`config.mk`:
```
export PLATFORM = sky130hd
export DESIGN_NAME = dol_lock_ctrl
export DESIGN_NICKNAME = d
export VERILOG_FILES = /design/src/dol_pkg.sv /design/src/dol_lock_ctrl.sv
export VERILOG_INCLUDE_DIRS = /design/src
export SDC_FILE = /design/constraint.sdc
export NUM_CORES = 1
export LEC_CHECK = 0
export ABC_AREA = 1
export CAP_MARGIN = 20
export CORE_ASPECT_RATIO = 0.6
export CORE_MARGIN = 8
export CORE_UTILIZATION = 40
export CTS_CLUSTER_DIAMETER = 100
export DETAILED_ROUTE_END_ITERATION = 16
export DONT_BUFFER_PORTS = 1
export GPL_TIMING_DRIVEN = 0
export PLACE_DENSITY = 0.55
export SLEW_MARGIN = 40
export SYNTH_ARGS = -nofsm -noshare
export SYNTH_HDL_FRONTEND = slang
export SYNTH_SLANG_ARGS = --single-unit
```
`constraint.sdc`:
```
create_clock -name clk_sys -period 3.9 [get_ports clk_sys]
set_clock_uncertainty 0.15 [all_clocks]
set_input_delay 0.585 -clock clk_sys [delete_from_list [all_inputs] [get_ports clk_sys]]
set_output_delay 0.585 -clock clk_sys [all_outputs]
set_load 0.05 [all_outputs]
```
`src/dol_regs.svh`:
```
`ifndef DOL_REGS_SVH
`define DOL_REGS_SVH

// ------------------------------------------------------------------
// Register map
// ------------------------------------------------------------------
`define DOL_ADDR_STATUS   2'h0
`define DOL_ADDR_MASK     2'h1
`define DOL_ADDR_STATE    2'h2

// ------------------------------------------------------------------
// Field positions
// ------------------------------------------------------------------
`define DOL_EV_GAINED     0
`define DOL_EV_LOST       1

// ------------------------------------------------------------------
// Reset values
// ------------------------------------------------------------------
`define DOL_STATUS_RST    2'h0
`define DOL_MASK_RST      2'h0

// ------------------------------------------------------------------
// Framing and timing counts
// ------------------------------------------------------------------
`define DOL_FRAME_LAST    4'hB
`define DOL_RCLK_FALL     4'h6
`define DOL_LOCK_GOOD     3'h4
`define DOL_LOSS_BAD      3'h4

`endif

```
`src/dol_pkg.sv`:
```
package dol_pkg;

   // Complete state of the lock control block.
   typedef struct packed {
      logic [11:0] shift;
      logic [3:0]  phase;
      logic        locked;
      logic [2:0]  good_cnt;
      logic [2:0]  bad_cnt;
      logic [9:0]  word;
      logic [9:0]  data;
      logic        rclk;
      logic        data_oe;
      logic        rclk_oe;
      logic        lock_n;
      logic        lock_oe;
      logic [1:0]  status;
      logic [1:0]  mask;
      logic [7:0]  rdata;
      logic        irq;
   } dol_state_t;

   // Software port.
   typedef struct packed {
      logic [1:0] addr;
      logic [7:0] wdata;
      logic       wr;
      logic       rd;
   } dol_bus_t;

endpackage

```
`src/dol_lock_ctrl.sv`:
```
// Chosen here: the address map and the address-and-strobe port.
`timescale 1ns/10ps
`include "dol_regs.svh"
// Operation
// Edge select high strobes data on recovered clock rise, low on its fall.
// Power-down low stops recovery and floats data, lock and clock outputs.
// Active-low lock output is low when locked, high when not.
// Recovered clock runs at word rate and strobes the parallel data.
// Output enable low floats data and recovered clock outputs.
// When powered and enabled, lock output follows current lock state.
// Recovered clock toggles only while locked.
// While unlocked, data and recovered clock outputs float.
// Locks to arbitrary framed traffic without sync patterns.
// System supplies a running reference clock for recovery.
// Lock is lost only after four consecutive invalid frames.
// After relock, up to three words before loss are suspect.
// Serializer may use lock output as its sync request.
// Reference clock must run before lock can be achieved.
// While locked and enabled, data updates once per recovered clock period.
module dol_lock_ctrl (
   input  wire logic                clk_sys,
   input  wire logic                rst,
   input  wire logic                serial_in_p,
   input  wire logic                serial_in_n,
   input  wire logic                power_down_n,
   input  wire logic                output_enable,
   input  wire logic                strobe_edge_sel,
   input  wire dol_pkg::dol_bus_t   bus,
   output logic [9:0]               par_data_out,
   output logic                     par_data_oe,
   output logic                     rclk_out,
   output logic                     rclk_oe,
   output logic                     lock_n,
   output logic                     lock_oe,
   output logic [7:0]               rdata,
   output logic                     irq
);

   dol_pkg::dol_state_t q_reg;
   dol_pkg::dol_state_t q_next;
   logic                rx_bit;
   logic                frame_ok;
   logic                frame_end;
   logic [1:0]          ev_set;
   logic [1:0]          ev_clr;

   // ------------------------------------------------------------------
   // Next-state logic
   // ------------------------------------------------------------------

   // The clk_sys domain stands in for the reference-clock driven
   // recovery loop, so serial bits are sampled one per edge.
   always_comb begin
      q_next    = q_reg;
      rx_bit    = serial_in_p & ~serial_in_n;
      ev_set    = 2'h0;
      ev_clr    = 2'h0;
      frame_end = (q_reg.phase == `DOL_FRAME_LAST);
      q_next.shift = {q_reg.shift[10:0], rx_bit};
      // Each frame carries a high start bit and a low stop bit.
      frame_ok  = q_next.shift[11] & ~q_next.shift[0];
      q_next.phase = frame_end ? 4'h0 : q_reg.phase + 4'h1;
      if (frame_end) begin
         if (!q_reg.locked) begin
            // Hunt over any traffic: a bad frame slips alignment one bit.
            if (frame_ok) begin
               q_next.good_cnt = q_reg.good_cnt + 3'h1;
               if (q_next.good_cnt == `DOL_LOCK_GOOD) begin
                  q_next.locked  = 1'b1;
                  q_next.bad_cnt = 3'h0;
                  ev_set[`DOL_EV_GAINED] = 1'b1;
               end
            end else begin
               q_next.good_cnt = 3'h0;
               q_next.phase    = q_reg.phase;
            end
         end else begin
            // Words stay captured while loss is pending; they may be bad.
            q_next.word = q_next.shift[10:1];
            if (frame_ok) begin
               q_next.bad_cnt = 3'h0;
            end else begin
               q_next.bad_cnt = q_reg.bad_cnt + 3'h1;
               if (q_next.bad_cnt == `DOL_LOSS_BAD) begin
                  q_next.locked   = 1'b0;
                  q_next.good_cnt = 3'h0;
                  ev_set[`DOL_EV_LOST] = 1'b1;
               end
            end
         end
      end
      // Power-down holds the recovery logic idle.
      if (!power_down_n) begin
         q_next.locked   = 1'b0;
         q_next.good_cnt = 3'h0;
         q_next.bad_cnt  = 3'h0;
         q_next.phase    = 4'h0;
         if (q_reg.locked) begin
            ev_set[`DOL_EV_LOST] = 1'b1;
         end
      end
      // Recovered clock: high in the first half of each word period.
      q_next.rclk = q_next.locked & (q_next.phase < `DOL_RCLK_FALL);
      // Data changes on the opposite edge so it is stable on the chosen one.
      if (q_next.locked) begin
         if (strobe_edge_sel ? (q_next.phase == `DOL_RCLK_FALL)
                             : (q_next.phase == 4'h0)) begin
            q_next.data = q_next.word;
         end
      end
      q_next.data_oe = power_down_n & output_enable & q_next.locked;
      q_next.rclk_oe = power_down_n & output_enable & q_next.locked;
      // Lock stays driven with output enable low; only power-down and reset float it.
      q_next.lock_oe = power_down_n;
      q_next.lock_n  = ~q_next.locked;
      // Register port; a hardware event wins over a clearing write.
      q_next.rdata = 8'h00;
      if (bus.wr && bus.addr == `DOL_ADDR_STATUS) begin
         ev_clr = bus.wdata[1:0];
      end
      if (bus.wr && bus.addr == `DOL_ADDR_MASK) begin
         q_next.mask = bus.wdata[1:0];
      end
      q_next.status = (q_reg.status & ~ev_clr) | ev_set;
      if (bus.rd) begin
         unique case (bus.addr)
            `DOL_ADDR_STATUS: q_next.rdata = {6'h00, q_reg.status};
            `DOL_ADDR_MASK:   q_next.rdata = {6'h00, q_reg.mask};
            `DOL_ADDR_STATE:  q_next.rdata = {5'h00, strobe_edge_sel,
                                              power_down_n, q_reg.locked};
            default:          q_next.rdata = 8'h00;
         endcase
      end
      q_next.irq = |(q_next.status & q_next.mask);
   end

   // ------------------------------------------------------------------
   // State register
   // ------------------------------------------------------------------

   // Synchronous reset; lock indicator rests high (not locked).
   always_ff @(posedge clk_sys) begin
      if (rst) begin
         q_reg        <= '0;
         q_reg.lock_n <= 1'b1;
         q_reg.status <= `DOL_STATUS_RST;
         q_reg.mask   <= `DOL_MASK_RST;
      end else begin
         q_reg <= q_next;
      end
   end

   // Outputs straight from the state flip-flops.
   assign par_data_out = q_reg.data;
   assign par_data_oe  = q_reg.data_oe;
   assign rclk_out     = q_reg.rclk;
   assign rclk_oe      = q_reg.rclk_oe;
   assign lock_n       = q_reg.lock_n;
   assign lock_oe      = q_reg.lock_oe;
   assign rdata        = q_reg.rdata;
   assign irq          = q_reg.irq;

endmodule

```
==> reports/results.tsv, run 1 <==
metric	value	unit
cap_violations	0	
die-area	8570	µm²
cts_buffers	5	
cts_resized	0	
wl_per_cell	12.0	µm
crit_path_max_incr_delay	0.42	ns
die_width	114	µm
syn_to_final_growth	9.88	%
pre_cts_ws	1.78	ns
drive_gt1_share	15.4	%
critical_path_buf_inv_count	1	
cts_hold_buf	0	
ys_types	32	
vias	1737	
finalSetupViolCount	0	
crit_type	flop to flop	
cts-root-buf	clkbuf_8	
core	5600	µm²
critPathRequiredTime	3.97	ns
tns	0	ns
finalHoldViolCount	0	
finalCritPeriodShare	55.2	%
slowest_stage	dfxtp_1	
power.total	994	µW
ys_warn_count	0	
min_period	2.15	ns
min_from	rst	
cpMostUsedCell	nand2_1	
gp_congestion	0.767	
cp_cell_sequence	ha_1 -> nand2_1 -> nor2_2 -> nand3_1 -> nand2_1 -> nand3_2 -> nor2_2 -> buf_4 -> nand3_1 -> nand2_1 -> nor2_1	
p_leak	1.08	nW
synth_area	2320	µm²
fmax	464	MHz
hold_class	input port to flop	
dpl.hpwl	3610	µm
io_buffers	0	
syn_area_per_cell	7.75	µm²
worstMarginPinSlew	0.502	ns
layout_commonest_cell	dfxtp_1	
grt_usage	11.7	%
grt_pass1_vias	1643	
max-vdd-ir-drop	0.157	mV
start_util	41.4	%
clk_latency	0.31	ns
startpoint	q_reg[45]$_SDFF_PP0_	
fin_nets	334	
fill_cells	605	
dr.pass1.iters	4	
via_per_inst	4.44	
antenna_found_initial	0	
ys_ff_latch	54	
worst-path-max-fanout	10	
drv_slew	0	
holdWs	0.204	ns
grt_setup_unrepaired	false	
crit_arrival	2.22	ns
setup_ws	1.75	ns
dieHeight	75.0	µm
n_antenna_cell	0	
register_area	1080	µm²
h-tree-depth	2	
p_per_area	390	nW/µm²
io-pin-count	43	
grt_start_max_net_pins	18	
cp-end-kind	flop	
drtIter0Drc	72	
clockBufferDepth	2	
clock-sinks	54	
reg2reg_from	q_reg[45]$_SDFF_PP0_	
largest_reg_flops	25	
drc_errors	0	
routed_wl	4680	µm
grt_pass1_wl	7850	µm
cts_setup_buffers	0	
critPathTopFamily	simple AND/OR/NAND/NOR gates	
netlist_instances	299	
yosysSeqAreaShare	46.6	%
clk_pin_slew	0.11	ns
cts_tree	done	
ant_nets	0	
slew_headroom	66.5	%
row_count	21	
outcome	finished clean	
multi_input_area	905	µm²
final_cell_mix	dfxtp_1 (54), nor2_1 (44), nand2_1 (42)	
worstSetupStartpointType	flop	
grt.overflow.total	0	
power breakdown:
group	total, mW	internal (mW)	switching (mW)
clock	0.380	0.191	0.189
sequential	0.559	0.555	0.00418
combinational	0.0550	0.0160	0.0390
path summary, 6_finish.rpt:
check,to,slack [ns],cells after the start
max,par_data_out[4]$_SDFFE_PP0P_,1.75,11
max reg2reg,par_data_out[4]$_SDFFE_PP0P_,1.75,11
min,q_reg[9]$_SDFF_PP0_,0.20,1
min reg2reg,q_next[55]$_SDFF_PP0_,0.27,2
layout make-up:
type / count / area share [%]
Sequential cell: 54 / 42.4
Multi-Input combinational cell: 181 / 35.5
Buffer: 30 / 8.06
Inverter: 38 / 5.60
Tap cell: 80 / 3.93
Clock buffer: 5 / 2.70
Clock inverter: 3 / 1.77
kinds of logic after synthesis:
kind of cell | share of synthesized area (%)
AND/OR/NAND/NOR | 24.9
buffers and inverters | 15.0
flip-flops | 46.6
AO/OA/AOI/OAI | 10.3
adder cells (fa/ha/maj) | 2.70
XOR/XNOR | 0.378
other | 0.162
through the flow:
step           utilization, %  instance area [µm²]  instances
2_1_floorplan               -                 2330        303
3_3_place_gp             43.5                 2430        383
3_5_place_dp             43.5                 2430        383
4_1_cts                  45.5                 2550        391
5_1_grt                  45.5                 2550        391
6_report                 45.5                 2550        391
routing by layer:
metal | share of wire (%) | GRT usage (%) | wire length [µm]
met5 | 0 | 0 | 0
met4 | 1.1 | 4.39 | 53
met3 | 6.4 | 3.76 | 297
met2 | 36 | 15.9 | 1670
met1 | 57 | 16.6 | 2650
Yosys cell counts:
cell      number  area, µm²
a211oi_1       3       22.5
a21oi_1       18       90.1
a21oi_2        1       8.76
a22o_1         1       8.76
a22oi_1        1       7.51
a31oi_1        3       18.8
and3_1         1       6.26
buf_1          3       11.3
buf_2          2       10.0
buf_4         20        150
buf_6          2       22.5
clkbuf_1       3       11.3
conb_1         1       3.75
dfxtp_1       54       1080
ha_1           5       62.6
inv_1         35        131
inv_2          3       11.3
nand2_1       42        158
nand2_2        3       18.8
nand3_1       24        120
nand3_2        3       30.0
nand3b_1       1       7.51
nand4_1        2       12.5
nor2_1        44        165
nor2_2         4       25.0
nor2_4         2       22.5
nor3_1         1       5.00
o21ai_0       13       65.1
o311ai_0       1       8.76
o31ai_1        1       7.51
or2_0          1       6.26
xor2_1         1       8.76
Note: power is estimated with default switching activity, not from simulation.
==> run 2: changes to the inputs <==
--- a/config.mk
+++ b/config.mk
@@ -6,7 +6,7 @@
 export SDC_FILE = /design/constraint.sdc
 export NUM_CORES = 1
 export LEC_CHECK = 0
-export ABC_AREA = 1
+export ABC_AREA = 0
 export CAP_MARGIN = 20
 export CORE_ASPECT_RATIO = 0.6
 export CORE_MARGIN = 8
==> constraint.sdc (replaced) <==
create_clock -name clk_sys -period 2.15 [get_ports clk_sys]
set_clock_uncertainty 0.15 [all_clocks]
set_input_delay 0.3225 -clock clk_sys [delete_from_list [all_inputs] [get_ports clk_sys]]
set_output_delay 0.3225 -clock clk_sys [all_outputs]
set_load 0.05 [all_outputs]
==> run 2 against run 1 <==
Compared with the run above:
- the flow now finishes with violations (negative setup slack)
- cell count shrank 13%
- clock power rose by 57%
- synthesized cell count is 19% lower
- global-route usage is 0.69 points lower
- combinational power is 60% higher
- non-clock buffer count is 7 higher
- count of clock-buffer cells in the layout did not move
- sequential power grew 81%
- critical endpoint is now par_data_out[7]$_SDFFE_PP0P_
- via count fell by 8.8%
- hold slack worse by 0.17 ns
- fmax shrank 7.4%
==> reports/results.tsv, run 2 <==
metric	value	unit
outcome	finished with violations	
violations	negative setup slack	
io-pin-count	43	
register_area	1090	µm²
grt.overflow.total	0	
die-area	8570	µm²
dr.pass1.iters	4	
final_cell_mix	dfxtp_1 (52), nand2_1 (30), buf_4 (24)	
synth.most_common_cell	dfxtp_1	
place_inst	325	
largest_reg_flops	25	
ys_types	40	
grt_start_max_net_pins	20	
core	5600	µm²
fmax	430	MHz
grt_setup_unrepaired	true	
finalCritPeriodShare	108	%
worstMarginPinSlew	0.567	ns
top_usage_layer	met1	
min_from	rst	
setup_ws	-0.174	ns
synth_compound_area_share	12.2	%
drv_slew	0	
finalSetupViolCount	10	
synth_ff_type	dfxtp_1	
row_count	21	
gp_congestion	0.808	
hold_depth	1	
start_util	41.4	%
dieHeight	75.0	µm
fin_nets	285	
clk_pin_slew	0.11	ns
crit_arrival	2.39	ns
stdcell_count	342	
cts_tree	done	
synth_simple_gate_area_share	19.8	%
drive_gt1_share	24.0	%
synth_top_family_by_area	simple AND/OR/NAND/NOR gates	
clk_latency	0.31	ns
reg2reg_from	q_reg[45]$_SDFF_PP0_	
cts-root-buf	clkbuf_8	
slew_headroom	61.9	%
syn_area_per_cell	9.62	µm²
synth_xor_area_share	0.378	%
die_width	114	µm
use_met2	14.1	%
netlist_instances	241	
routed_wl	4740	µm
min_period	2.32	ns
clockBufferDepth	2	
worstSetupStartpointType	flop	
p_per_area	629	nW/µm²
fill_cells	543	
dpl.hpwl	3320	µm
vias	1584	
ys_ff_latch	54	
cp-end-kind	flop	
use_met1	16.3	%
ant_nets	0	
yosysTopAreaCell	dfxtp_1	
layout_commonest_cell	dfxtp_1	
cap_violations	0	
grt_usage	11.0	%
synth_common_cells	dfxtp_1 (54), nand2_1 (30), nor2b_1 (23)	
drtIter0Drc	62	
io_buffers	0	
h-tree-depth	2	
wl_per_cell	13.9	µm
worst-path-max-fanout	6	
grt_pass1_vias	1435	
syn_to_final_growth	16.5	%
postLayoutCellArea	2700	µm²
critPathRequiredTime	2.21	ns
yosysSeqAreaShare	46.6	%
max-vdd-ir-drop	0.301	mV
synth_mux_area_share	9.28	%
drc_errors	0	
ys_warn_count	0	
grt_use_met3	4.32	%
postPlaceCellArea	2460	µm²
r2r_end	par_data_out[7]$_SDFFE_PP0P_	
synth-edff-count	0	
finalHoldViolCount	0	
synth_area	2320	µm²
hold-path-endpoint	lock_n$_SDFF_PP1_	
antenna_found_initial	0	
rr_worst_depth	8	
reg2reg_slack	-0.17	ns
synth-adder-area-share	2.70	%
synth_top_area_share	46.6	%
synthArstFlopShare	0	%
ys_top_cells_by_area	dfxtp_1 (47%), mux2_4 (7.1%), nor2b_1 (6.2%)	
hold_class	input port to flop	
clock-sinks	54	
grt_pass1_wl	7430	µm
tns	-1.63	ns
cts_buffers	5	
n_antenna_cell	0	
finish.utilization	48.2	%
crit_type	flop to flop	
via_per_inst	4.63	
multi_input_area	1100	µm²
p_leak	1.09	nW
-- run 2: timing repair --
action | 4_1_cts | 5_1_grt
hold buffers | 2 | 0
cloned | 0 | 1
buffers inserted | 3 | 3
gates resized for setup | 0 | 13
pin swaps | 1 | 1
setup endpoints to repair | 10 | 20
endpoints found under the hold margin | 2 | 0
-- run 2: logic make-up (layout without fill, tap and decap cells) --
family	after synthesis	in the layout
and+or+nand+nor	89	89
xor gates and xnor gates	1	1
adders and majority gates	5	5
AOI/OAI and AO/OA	40	40
other	1	5
muxes	16	16
buffers and inverters	35	52
DFF	54	54
-- run 2: how the worst max path moves through the flow --
stage                                   end                  from  depth (start not counted)  slack, ns
3_5_place_dp   par_data_out[5]$_SDFFE_PP0P_  q_reg[45]$_SDFF_PP0_                          8      -0.29
3_3_place_gp   par_data_out[5]$_SDFFE_PP0P_  q_reg[45]$_SDFF_PP0_                          6      -0.29
2_1_floorplan  par_data_out[0]$_SDFFE_PP0P_  q_reg[45]$_SDFF_PP0_                          7      -0.06
6_report       par_data_out[7]$_SDFFE_PP0P_  q_reg[45]$_SDFF_PP0_                          8      -0.17
5_1_grt        par_data_out[1]$_SDFFE_PP0P_  q_reg[45]$_SDFF_PP0_                          8      -0.27
4_1_cts        par_data_out[5]$_SDFFE_PP0P_  q_reg[45]$_SDFF_PP0_                          8      -0.11
-- run 2: power breakdown --
part | switching (mW) | internal [mW] | total, mW
registers | 0.00812 | 1.01 | 1.01
logic | 0.0607 | 0.0271 | 0.0878
clock network | 0.356 | 0.242 | 0.598
total | 0.425 | 1.27 | 1.70
-- run 2: layout make-up --
class                   instances  area share (%)
multi-input cells             156            40.6
flip-flops and latches         54            40.3
plain buffers                  28            6.95
repair buffers                  9            3.80
well taps                      80            3.71
clock buffers                   5            2.55
clock inverters                 3            1.07
inverters                       7           0.973
-- run 2: routing by layer --
metal | vias to the layer above | wire, µm
met5 | - | 0
met4 | 0 | 33
met3 | 5 | 391
met2 | 42 | 1710
met1 | 719 | 2600
li1 | 818 | -
-- run 2: through the flow --
step / hold slack, ns / total power, mW / setup slack, ns
2_1_floorplan: 0.286 / 1.11 / -0.0587
3_3_place_gp: 0.297 / 1.12 / -0.293
3_5_place_dp: 0.300 / 1.12 / -0.287
4_1_cts: 0.0312 / 1.72 / -0.106
5_1_grt: 0.0400 / 1.76 / -0.273
6_report: 0.0308 / 1.70 / -0.174
-- run 2: critical path, stage by stage, from the launching register on --
cell	delay, ns
dfxtp_4	0.38
ha_4	0.17
and2_4	0.15
a221oi_2	0.08
a2111oi_2	0.42
o221ai_2	0.18
a21oi_4	0.22
clkbuf_16	0.19
mux2_4	0.29
==> run 3: changes to the inputs <==
--- a/config.mk
+++ b/config.mk
@@ -10,12 +10,12 @@
 export CAP_MARGIN = 20
 export CORE_ASPECT_RATIO = 0.6
 export CORE_MARGIN = 8
-export CORE_UTILIZATION = 40
+export CORE_UTILIZATION = 35
 export CTS_CLUSTER_DIAMETER = 100
 export DETAILED_ROUTE_END_ITERATION = 16
 export DONT_BUFFER_PORTS = 1
 export GPL_TIMING_DRIVEN = 0
-export PLACE_DENSITY = 0.55
+export PLACE_DENSITY = 0.5
 export SLEW_MARGIN = 40
 export SYNTH_ARGS = -nofsm -noshare
 export SYNTH_HDL_FRONTEND = slang
==> run 3 against run 2 <==
Compared with the run above:
- the flow still finishes with violations (negative setup slack)
- design area is 1.8% lower
- sequential power hardly changed
- worst setup slack better by 0.032 ns
- hold slack better by 0.012 ns
- critical endpoint is now par_data_out[5]$_SDFFE_PP0P_
- largest cell class unchanged
==> reports/results.tsv, run 3 (synthesis results as in run 2) <==
metric	value	unit
outcome	finished with violations	
violations	negative setup slack	
min_period	2.29	ns
crit_type	flop to flop	
internal_power	1.26	mW
clock_power_share	33.1	%
pwr-share-seq	61.5	%
p_sw_share	23.7	%
gp_congestion	0.799	
drv_slew	0	
dpl.hpwl	3510	µm
grt_setup_unrepaired	true	
syn_to_final_growth	14.4	%
cts_buffers	5	
grt_usage	10.1	%
io-pin-count	43	
via_per_inst	4.44	
grt.overflow.total	0	
tns	-1.36	ns
dieHeight	79.0	µm
critPathRequiredTime	2.19	ns
drc_errors	0	
clockBufferDepth	2	
finalCritPeriodShare	107	%
final_cell_mix	dfxtp_1 (52), nand2_1 (30), nor2b_1 (23)	
antenna_found_initial	0	
fill_cells	647	
worstSetupStartpointType	flop	
fmax	436	MHz
n_antenna_cell	0	
dr.pass1.iters	4	
p_sw	390	µW
start_util	35.5	%
max-vdd-ir-drop	0.297	mV
core	6530	µm²
layout_commonest_cell	dfxtp_1	
die-area	9570	µm²
finalHoldViolCount	0	
drtIter0Drc	60	
clock-sinks	54	
worst-path-max-fanout	10	
vias	1528	
finalSetupViolCount	10	
ant_nets	0	
h-tree-depth	2	
comb_power_share	5.3	%
cap_violations	0	
place_inst	332	
setup_ws	-0.143	ns
pre_cts_ws	-0.309	ns
drive_gt1_share	22.2	%
wl_per_cell	13.9	µm
stdcell_count	344	
grt_start_max_net_pins	16	
io_buffers	0	
hold_class	input port to flop	
cts_tree	done	
grt_pass1_wl	7600	µm
largest_reg_flops	25	
crit_arrival	2.33	ns
p_leak	1.05	nW
holdWs	0.0428	ns
slew_headroom	60.7	%
cts-root-buf	clkbuf_8	
row_count	23	
fin_nets	281	
p_per_area	621	nW/µm²
clk_pin_slew	0.10	ns
clk_latency	0.30	ns
grt_pass1_vias	1453	
routed_wl	4800	µm
worstMarginPinSlew	0.585	ns
die_width	121	µm
cp-end-kind	flop	
==> run 3: cell types whose count changed in the layout (fill, tap and decap cells not counted), sizes merged <==
| cell | delta |
|---|---|
| buf | -3 |
| clkinv | -2 |
| clkinvlp | +1 |
| inv | -1 |
==> run 3: area by class of cell <==
type | instances | area, µm² | area share, %
Clock buffer | 6 | 72.6 | 2.74
Sequential cell | 54 | 1090 | 41.0
Timing Repair Buffer | 5 | 55.1 | 2.08
Tap cell | 87 | 109 | 4.11
Multi-Input combinational cell | 156 | 1110 | 41.8
Buffer | 28 | 186 | 7.03
Inverter | 7 | 26.3 | 0.991
Clock inverter | 1 | 7.51 | 0.283
==> run 3: worst max-delay path: stages (launching register included) <==
cell and delay, ns:
dfxtp_4 0.38, ha_4 0.20, and3b_1 0.19, buf_6 0.12, a21oi_2 0.06, o31ai_2 0.30, o221ai_2 0.16, a21oi_4 0.15
buf_12 0.16, mux2_4 0.30
==> run 3: stage by stage <==
stage	utilization [%]	power [mW]	instance area, µm²
floorplan	-	1.11	2360
global placement	37.8	1.12	2470
global route	40.6	1.72	2650
finish	40.6	1.65	2650
CTS	40.0	1.67	2620
detailed placement	37.8	1.12	2470
==> run 3: worst paths after layout <==
kind	startpoint	endpoint	slack, ns	cells past startpoint
setup / recovery	q_reg[45]$_SDFF_PP0_	par_data_out[5]$_SDFFE_PP0P_	-0.14	9
hold reg to reg	q_next[51]$_SDFF_PP0_	q_next[52]$_SDFF_PP0_	0.32	1
hold / removal	bus[10]	rdata[2]$_SDFF_PP0_	0.04	3
setup reg to reg	q_reg[45]$_SDFF_PP0_	par_data_out[5]$_SDFFE_PP0P_	-0.14	9
==> run 3: per-layer routing <==
| metal | track usage [%] | part of all wire, % | vias to the layer above |
|---|---|---|---|
| met5 | 0 | 0 | - |
| met4 | 2.23 | 0.38 | 0 |
| met3 | 3.82 | 7.8 | 2 |
| met2 | 13.3 | 37 | 35 |
| met1 | 15.0 | 55 | 681 |
| li1 | - | - | 810 |
==> run 3: power by group through the flow <==
stage	logic [mW]	clock network [mW]	registers (mW)
floorplan	0.0683	0	1.04
global placement	0.0824	0	1.04
detailed placement	0.0822	0	1.04
CTS	0.0874	0.567	1.01
global route	0.0966	0.603	1.02
finish	0.0880	0.546	1.01
==> run 3: what timing repair did <==
item	in CTS	in global routing
hold buffers	1	1
setup endpoints to repair	10	20
hold endpoints to repair	1	1
setup buffers	2	1
cloned	0	0
resized for setup	4	7
pin swaps	2	2
